`src/hw/rsmc_pkg.sv`:
```
// constants and types shared by the reset and sleep-mode controller
package rsmc_pkg;

  // ****************************************************************
  // clock
  // ****************************************************************
  localparam int unsigned CLK_PERIOD_NS = 10;

  // ****************************************************************
  // times as printed, and derived cycle counts (least times round up)
  // ****************************************************************
  localparam int unsigned REL_4MS_US      = 4000;
  localparam int unsigned REL_8MS_US      = 8000;
  localparam int unsigned REL_15MS_US     = 15000;
  localparam int unsigned REL_30MS_US     = 30000;
  localparam int unsigned REL_4MS_CYC     = (REL_4MS_US * 1000 + CLK_PERIOD_NS - 1) / CLK_PERIOD_NS;
  localparam int unsigned REL_8MS_CYC     = (REL_8MS_US * 1000 + CLK_PERIOD_NS - 1) / CLK_PERIOD_NS;
  localparam int unsigned REL_15MS_CYC    = (REL_15MS_US * 1000 + CLK_PERIOD_NS - 1) / CLK_PERIOD_NS;
  localparam int unsigned REL_30MS_CYC    = (REL_30MS_US * 1000 + CLK_PERIOD_NS - 1) / CLK_PERIOD_NS;

  // reset_assert_delay: no figure given, plain default
  localparam int unsigned RST_ASSERT_DLY_US  = 10;
  localparam int unsigned RST_ASSERT_DLY_CYC =
    (RST_ASSERT_DLY_US * 1000 + CLK_PERIOD_NS - 1) / CLK_PERIOD_NS;

  localparam int unsigned MODE_FILTER_NS  = 6000;
  localparam int unsigned MODE_FILTER_CYC = (MODE_FILTER_NS + CLK_PERIOD_NS - 1) / CLK_PERIOD_NS;

  localparam int unsigned WAKE_PULSE_US   = 70;
  localparam int unsigned WAKE_PULSE_CYC  =
    (WAKE_PULSE_US * 1000 + CLK_PERIOD_NS - 1) / CLK_PERIOD_NS;

  // ****************************************************************
  // reset values
  // ****************************************************************
  localparam logic MODE_LEVEL_RST = 1'h0;
  localparam logic BUS_LEVEL_RST  = 1'h1;
  localparam logic ARMED_RST      = 1'h1;

  // ****************************************************************
  // types
  // ****************************************************************
  typedef enum logic [2:0] {
    ST_WAIT_VCC   = 3'h0,
    ST_REL_DLY    = 3'h1,
    ST_RUN        = 3'h2,
    ST_ASSERT_DLY = 3'h3,
    ST_SLEEP      = 3'h4
  } rsmc_state_t;

  typedef struct packed {
    logic [2:0]  vsync;
    logic        vcc;
    rsmc_state_t st;
    logic [31:0] cnt;
    logic        armed;
    logic        rst_n;
    logic        reg_on;
    logic        sleep;
  } rsmc_ctl_t;

  typedef struct packed {
    logic [2:0]  sync;
    logic [31:0] cnt;
    logic        level;
    logic        rise;
    logic        fall;
  } rsmc_filt_t;

endpackage

```
`src/hw/rsmc_filter.sv`:
```
// three-stage synchroniser and stability filter with edge pulses
module rsmc_filter #(
  parameter int unsigned STABLE_CYCLES = 600,
  parameter logic        INIT_LEVEL    = 1'h0
) (
  input  wire logic CLK,
  input  wire logic RST_N,
  input  wire logic PIN,
  output logic      LEVEL,
  output logic      RISE,
  output logic      FALL
);

  rsmc_pkg::rsmc_filt_t q;
  rsmc_pkg::rsmc_filt_t d;

  // ****************************************************************
  // filter
  // ****************************************************************
  always_comb begin
    d      = q;
    d.sync = {q.sync[1:0], PIN};
    d.rise = 1'h0;
    d.fall = 1'h0;
    // counts only while stages two and three agree on a new level
    if (q.sync[2] != q.sync[1] || q.sync[2] == q.level) begin
      d.cnt = 32'h0;
    end else if (q.cnt == 32'(STABLE_CYCLES - 1)) begin
      d.cnt   = 32'h0;
      d.level = q.sync[2];
      d.rise  = q.sync[2];
      d.fall  = ~q.sync[2];
    end else begin
      d.cnt = q.cnt + 32'h1;
    end
  end

  always_ff @(posedge CLK or negedge RST_N) begin
    if (!RST_N) begin
      q <= '{sync: {3{INIT_LEVEL}}, cnt: 32'h0, level: INIT_LEVEL, rise: 1'h0, fall: 1'h0};
    end else begin
      q <= d;
    end
  end

  assign LEVEL = q.level;
  assign RISE  = q.rise;
  assign FALL  = q.fall;
endmodule // rsmc_filter

```
`src/hw/rsmc_top.sv`:
```
// reset generation and sleep/normal mode control
module rsmc_top #(
  parameter int unsigned RELEASE_CYCLES = rsmc_pkg::REL_8MS_CYC,
  parameter int unsigned WAKE_CYCLES    = rsmc_pkg::WAKE_PULSE_CYC
) (
  input  wire logic CLK,
  input  wire logic RST_N,
  input  wire logic VCC_OK,
  input  wire logic MODE_PIN,
  input  wire logic MODE_PIN_FLOAT,
  input  wire logic BUS_RX,
  output logic      RESET_N,
  output logic      REG_ON,
  output logic      SLEEP
);

  rsmc_pkg::rsmc_ctl_t q;
  rsmc_pkg::rsmc_ctl_t d;

  logic mode_pin_eff;
  logic mode_level;
  logic mode_rise;
  logic mode_fall;
  logic bus_rise;
  logic bus_fall;
  logic bus_chg;

  // ****************************************************************
  // input conditioning
  // ****************************************************************
  // undriven pin is pulled down
  assign mode_pin_eff = MODE_PIN & ~MODE_PIN_FLOAT;

  rsmc_filter #(
    .STABLE_CYCLES (rsmc_pkg::MODE_FILTER_CYC),
    .INIT_LEVEL    (rsmc_pkg::MODE_LEVEL_RST)
  ) u_mode_filt (
    .CLK   (CLK),
    .RST_N (RST_N),
    .PIN   (mode_pin_eff),
    .LEVEL (mode_level),
    .RISE  (mode_rise),
    .FALL  (mode_fall)
  );

  // a settled change of either polarity is a qualifying wake pulse
  rsmc_filter #(
    .STABLE_CYCLES (WAKE_CYCLES),
    .INIT_LEVEL    (rsmc_pkg::BUS_LEVEL_RST)
  ) u_bus_filt (
    .CLK   (CLK),
    .RST_N (RST_N),
    .PIN   (BUS_RX),
    .LEVEL (),
    .RISE  (bus_rise),
    .FALL  (bus_fall)
  );

  assign bus_chg = bus_rise | bus_fall;

  // ****************************************************************
  // sequencer
  // ****************************************************************
  always_comb begin
    d       = q;
    d.vsync = {q.vsync[1:0], VCC_OK};
    if (q.vsync[2] == q.vsync[1]) begin
      d.vcc = q.vsync[2];
    end
    case (q.st)
      rsmc_pkg::ST_WAIT_VCC: begin
        d.cnt   = 32'h0;
        d.rst_n = 1'h0;
        if (q.vcc) begin
          d.st = rsmc_pkg::ST_REL_DLY;
        end
      end
      rsmc_pkg::ST_REL_DLY: begin
        if (!q.vcc) begin
          d.st  = rsmc_pkg::ST_WAIT_VCC;
          d.cnt = 32'h0;
        end else if (q.cnt == 32'(RELEASE_CYCLES - 1)) begin
          d.st    = rsmc_pkg::ST_RUN;
          d.cnt   = 32'h0;
          d.rst_n = 1'h1;
        end else begin
          d.cnt = q.cnt + 32'h1;
        end
      end
      rsmc_pkg::ST_RUN: begin
        if (!q.vcc) begin
          d.st  = rsmc_pkg::ST_ASSERT_DLY;
          d.cnt = 32'h0;
        end
      end
      rsmc_pkg::ST_ASSERT_DLY: begin
        // a dropout shorter than the assert delay leaves reset high
        if (q.vcc) begin
          d.st  = rsmc_pkg::ST_RUN;
          d.cnt = 32'h0;
        end else if (q.cnt == 32'(rsmc_pkg::RST_ASSERT_DLY_CYC - 1)) begin
          d.st    = rsmc_pkg::ST_WAIT_VCC;
          d.cnt   = 32'h0;
          d.rst_n = 1'h0;
        end else begin
          d.cnt = q.cnt + 32'h1;
        end
      end
      rsmc_pkg::ST_SLEEP: begin
        // mode pin edges cannot wake; only the bus can
        if (bus_chg) begin
          d.st     = rsmc_pkg::ST_WAIT_VCC;
          d.reg_on = 1'h1;
          d.sleep  = 1'h0;
          d.armed  = 1'h0;
        end
      end
      default: begin
        d.st = rsmc_pkg::ST_WAIT_VCC;
      end
    endcase
    // a rise in the wake cycle itself still arms: the set wins over the clear
    if (mode_rise) begin
      d.armed = 1'h1;
    end
    // falling edge wins over every running state, transmitting or not
    if (q.st != rsmc_pkg::ST_SLEEP && mode_fall && q.armed) begin
      d.st     = rsmc_pkg::ST_SLEEP;
      d.cnt    = 32'h0;
      d.reg_on = 1'h0;
      d.rst_n  = 1'h0;
      d.sleep  = 1'h1;
    end
  end

  always_ff @(posedge CLK or negedge RST_N) begin
    if (!RST_N) begin
      q <= '{vsync: 3'h0, vcc: 1'h0, st: rsmc_pkg::ST_WAIT_VCC, cnt: 32'h0,
             armed: rsmc_pkg::ARMED_RST, rst_n: 1'h0, reg_on: 1'h1, sleep: 1'h0};
    end else begin
      q <= d;
    end
  end

  assign RESET_N = q.rst_n;
  assign REG_ON  = q.reg_on;
  assign SLEEP   = q.sleep;
endmodule // rsmc_top

```
`config.mk`:
```
export PLATFORM = sky130hd
export DESIGN_NAME = rsmc_top
export DESIGN_NICKNAME = d
export VERILOG_FILES = /design/src/hw/rsmc_pkg.sv /design/src/hw/rsmc_filter.sv /design/src/hw/rsmc_top.sv
export SDC_FILE = /design/constraint.sdc
export NUM_CORES = 1
export LEC_CHECK = 0
export ABC_AREA = 1
export CAP_MARGIN = 20
export CORE_MARGIN = 2
export CORE_UTILIZATION = 25
export DETAILED_ROUTE_END_ITERATION = 8
export DONT_BUFFER_PORTS = 1
export PLACE_DENSITY = 0.46
export SYNTH_ARGS = -nofsm -noshare
export SYNTH_HDL_FRONTEND = slang
export SYNTH_HIERARCHICAL = 1
export SYNTH_SLANG_ARGS = --single-unit
```
`constraint.sdc`:
```
create_clock -name CLK -period 4.34 [get_ports CLK]
set_clock_uncertainty 0.2 [all_clocks]
set_input_delay 0.651 -clock CLK [delete_from_list [all_inputs] [get_ports CLK]]
set_output_delay 0.651 -clock CLK [all_outputs]
set_load 0.01 [all_outputs]
```
# After elaboration in Yosys (flattened, before gate mapping)
# Index checks and enable logic that the tools add are counted.
[totals] regBits=119 inputBits=6 out_inout_bits=3 elab_cells=100
[op_classes] addsub=3 eq_ne=23 n_mux=31 bitwise_logic=7 n_reduce_logical=18
[ops] operator="$mux 32" n=6
[ops] operator="$mux 35" n=4
[ops] operator="$pmux 32 s4" n=1
[ops] operator="$add 32x1->32 const B" n=3
[ops] operator="$eq 32x10->1 const B" n=2
[ops] operator="$eq 32x13->1 const B" n=1
[ops] operator="$eq 32x20->1 const B" n=1
[ops] operator="$ne 3x3->1 const B" n=8
[ops] operator="$mux 3" n=5
[ops] operator="$pmux 3 s5" n=1
[ops] operator="$mux 2" n=6
[ops] operator="$reduce_and 2->1" n=5
[ops] operator="$reduce_and 5->1" n=2
[ops] operator="$ne 4x4->1 const B" n=2
[ops] operator="$reduce_bool 2->1" n=4
[ops] operator="$mux 1" n=7
[ops] operator="$eq 3x2->1 const B" n=2
[ops] operator="$not 1->1" n=5
[ops] operator="$reduce_bool 5->1" n=1
[ops] operator="$reduce_bool 4->1" n=1
[ops] operator="$eq 1x1->1" n=3
[ops] operator="$eq 3x1->1 const B" n=1
[ops] operator="$eq 3x3->1 const B" n=1
[ops] operator="$logic_not 3->1" n=1
[ops] operator="other kinds (6)" n=9

# Logic depth before layout (Yosys ltp)
[logic_depth] word_depth=5 depth_mapped=12 mapped_depth_nobuf=12

# By module
# The synthesis kept the hierarchy.
[modules_own_cells] module="rsmc_top" n_inst=1 cells_each=522 area_per_inst_um2=3338.2 seq_area_each_um2=1078.5
[modules_own_cells] module="rsmc_filter at u_mode_filt" n_inst=1 cells_each=364 area_per_inst_um2=2362.3 seq_area_each_um2=950.9
[modules_own_cells] module="rsmc_filter at u_bus_filt" n_inst=1 cells_each=358 area_per_inst_um2=2328.5 seq_area_each_um2=955.9

# Worst setup path after synthesis
# Ideal clock, no wire load.
[synth_timing] path_type="register -> register" start="reg q[4] (netlist name)" end="reg q[30] (netlist name)" setup_time_ps=122 arrival_ps=1532 t_required_ps=4018 path_slack_ps=2486 path_stages_with_launch=12 path_buffers=1 period_less_slack_ps=1854 cell_sequence="dfrtp_1 ha_1 nand2_1 nor2_4 nand2_2 nor2_2 nand2_4 nand3_4 nand2_4 nand2_4 buf_12 o21ai_2"

==> summary.md <==
| Metric | Value |
|---|---|
| Via density | 4.43 |
| Post-synthesis average cell area | 6.45 sq um |
| Clock Latency Late Sink | 0.42 ns |
| Min-delay worst type | primary input to asynchronous set/reset pin |
| Routed Antenna Nets | 0 |
| CP cell instances | inv_1 > nor2_1 > o21ai_2 > nand2_1 > inv_1 > nand2_4 > o21ai_0 |
| Port bufs | 0 |
| WP buf/inv | 2 |
| LEAKAGE | 3.85 nW |
| CP required | 4.46 ns |
| Iteration-0 DRC Markers | 521 |
| Final min period | 2.72 ns |
| Distinct cells, synth | 36 |
| Largest net degree at the start of global routing | 120 |
| Overall power | 0.00282 W |
| CTS tree | done |
| Number of hold buffers added after cts | 1 |
| Crit path max-delay cell type | dfrtp_1 |
| First-pass GRT wire length | 36.8 mm |
| Final setup fails | 0 |
| Boundary Pins | 9 |
| Hold Violations, Final | 8 |
| Met1 track demand over resource | 0.186 |
| GPL Wtd Cong | 0.853 |
| Core area | 0.0316 sq mm |
| RR Startpoint | q[39] |
| Yosys warnings | 6 |
| Status | finished, violations left |
| Max-Cap Viols | 0 |
| H-tree depth | 4 |
| GR Layer Usage met3 | 0.0236 |
| WL/cell | 13.0 um |
| Crit share post-route | 0.626 |
| Register area share after synthesis | 0.372 |
| Root Buffer | clkbuf_16 |
| Clock slew at reported path FFs | 0.05 ns |
| Place WS | 1.64 ns |
| Cell count after synthesis | 1,244 |
| Routed wire length | 21.5 mm |
| Critical Path AT | 2.84 ns |
| Worst vdd ir | 202 uV |
| Postcts setup bufs | 0 |
| Worst-margin pin slew | 0.942 ns |
| Failing checks | hold timing |
| Antenna violations before repair | 0 |
| Setup CP Type | flop to flop |
| Starting Density | 0.254 |
| Post-Syn Nets | 1,253 |
| Rel. slew slack | 0.370 |
| GR peak layer | met2 |
| Fraction of layout instances using a drive strength above 1 | 0.0843 |
| GRT Util Overall | 0.136 |
| Clk sinks | 119 |
| Unrepaired setup endpoints after global routing | no |
| Hold slack final | -0.0115 ns |
| CTS Buf Count | 17 |
| CP max stage delay | 0.63 ns |
| Die Wd | 183 um |
| Seq cells post-synth | 119 |
| Delay-heaviest family, CP | buffers and inverters |
| Vias in the first global route | 7,205 |
| Post-Syn Area | 0.00803 sq mm |
| DR vias | 7,359 |
| TNS Setup | 0 ns |
| Worst R2R Path Depth | 7 |
| Residual DRC | 0 |
| Layout area overhead | 11.8% |
| Clock tree buffer depth | 2 |
| Die area | 0.0336 sq mm |
| Met2 Track Usage GR | 0.226 |
| Crit-path max FO | 20 |
| # rows | 65 |
| HPWL Detailed | 16.0 mm |
| Fmax | 0.368 GHz |
| Global route overflow | 0 |
| Slew Viols, Final | 0 |
| Pwr Density | 314 mW/mm^2 |
| Die H | 183 um |
| Net count, final | 1,255 |
| Drt first pass iters | 5 |
| CP Capture Type | flop |
| # diodes | 0 |
| Worst R2R End | q[22] |
| CP Launch Type | flop |
| Crit path depth | 7 |
| Final worst slack | 1.62 ns |
| Post-cts repair resize count | 0 |
| R2R Setup Slk | 1.62 ns |
| Most used cell, CP | inv_1 |
## power breakdown
group          switching (W)  total (W)  internal [W]
clock               0.000551    0.00135      0.000800
sequential         0.0000350    0.00117       0.00114
combinational       0.000222   0.000293     0.0000718
total               0.000807    0.00282       0.00201
## layout make-up
type                            instances  area (sq um)
Fill cell                            3507         22600
Multi-Input combinational cell        960          4350
Sequential cell                       119          2990
Inverter                              146           551
Tap cell                              402           503
Clock buffer                           20           447
Clock inverter                         11           103
Timing Repair Buffer                    2          37.5
## synthesized netlist by cell type, drive strengths merged
| master | instances | area [sq um] |
|---|---|---|
| nand2 | 437 | 1710 |
| nor2 | 313 | 1300 |
| inv | 146 | 551 |
| dfrtp | 113 | 2830 |
| nand3 | 78 | 403 |
| nand4 | 34 | 213 |
| xor2 | 33 | 289 |
| o21ai | 25 | 166 |
| buf | 18 | 139 |
| nor3 | 12 | 60.1 |
| a21oi | 9 | 52.6 |
| dfstp | 6 | 158 |
| xnor2 | 4 | 35.0 |
| a31oi | 3 | 18.8 |
| ha | 3 | 37.5 |
| nand3b | 3 | 22.5 |
| or2 | 2 | 12.5 |
| a21o | 1 | 7.51 |
| clkbuf | 1 | 3.75 |
| maj3 | 1 | 10.0 |
| nor3b | 1 | 7.51 |
| o31ai | 1 | 7.51 |
## worst max path at each step
stage | slack, ns | from | endpoint
6_report | 1.62 | q[39] | q[22]
5_1_grt | 1.32 | q[39] | q[4]
4_1_cts | 1.62 | q[39] | q[22]
3_5_place_dp | 1.64 | q[39] | q[22]
3_3_place_gp | 1.71 | q[39] | q[22]
2_1_floorplan | 2.49 | q[4] | q[30]
## flip-flops by register name, summed over array words and instances (netlist names), 2 cells and up
register,cells
q,38
u_mode_filt/q,33
u_bus_filt/q,33
d,2
u_bus_filt/d,2
u_mode_filt/d,2
## metrics by stage
step	hold WS, ns	std cells	util	area [sq um]
2_1_floorplan	0.131	1244	-	8030
3_3_place_gp	0.132	1627	0.266	8390
3_5_place_dp	0.147	1627	0.266	8390
4_1_cts	0.00940	1659	0.284	8970
5_1_grt	0.0328	1660	0.284	8980
6_report	-0.0115	1660	0.284	8980
## cells in the final DEF (no fill, tap or decap), types with 4 or more instances in the layout
cell type	count
xnor2_1	4
nor2_2	21
nor2_4	10
nand2_4	4
dfstp_2	6
inv_1	139
nand2_1	419
o21ai_2	11
inv_2	6
nand2_2	14
o21ai_0	14
nand3_1	77
nor2_1	282
xor2_1	33
dfrtp_1	113
nor3_1	12
nand4_1	34
a21oi_1	7
clkbuf_16	17
## per-layer routing
metal | up-vias | wire [um]
met1 | 3404 | 10800
met2 | 97 | 9980
met4 | 0 | 197
li1 | 3844 | -
met3 | 14 | 580
met5 | - | 0
## cells by family (layout without fill, tap and decap cells)
family / count (synthesis) / in the layout / share of synthesized area
AO/OA/AOI/OAI: 39 / 39 / 0.0315
flip-flops: 119 / 119 / 0.372
buffers and inverters: 165 / 179 / 0.0863
AND/OR/NAND/NOR: 880 / 880 / 0.464
XOR/XNOR: 37 / 37 / 0.0404
adder cells (fa/ha/maj): 4 / 4 / 0.00592
Note: power is estimated with default switching activity, not from simulation.
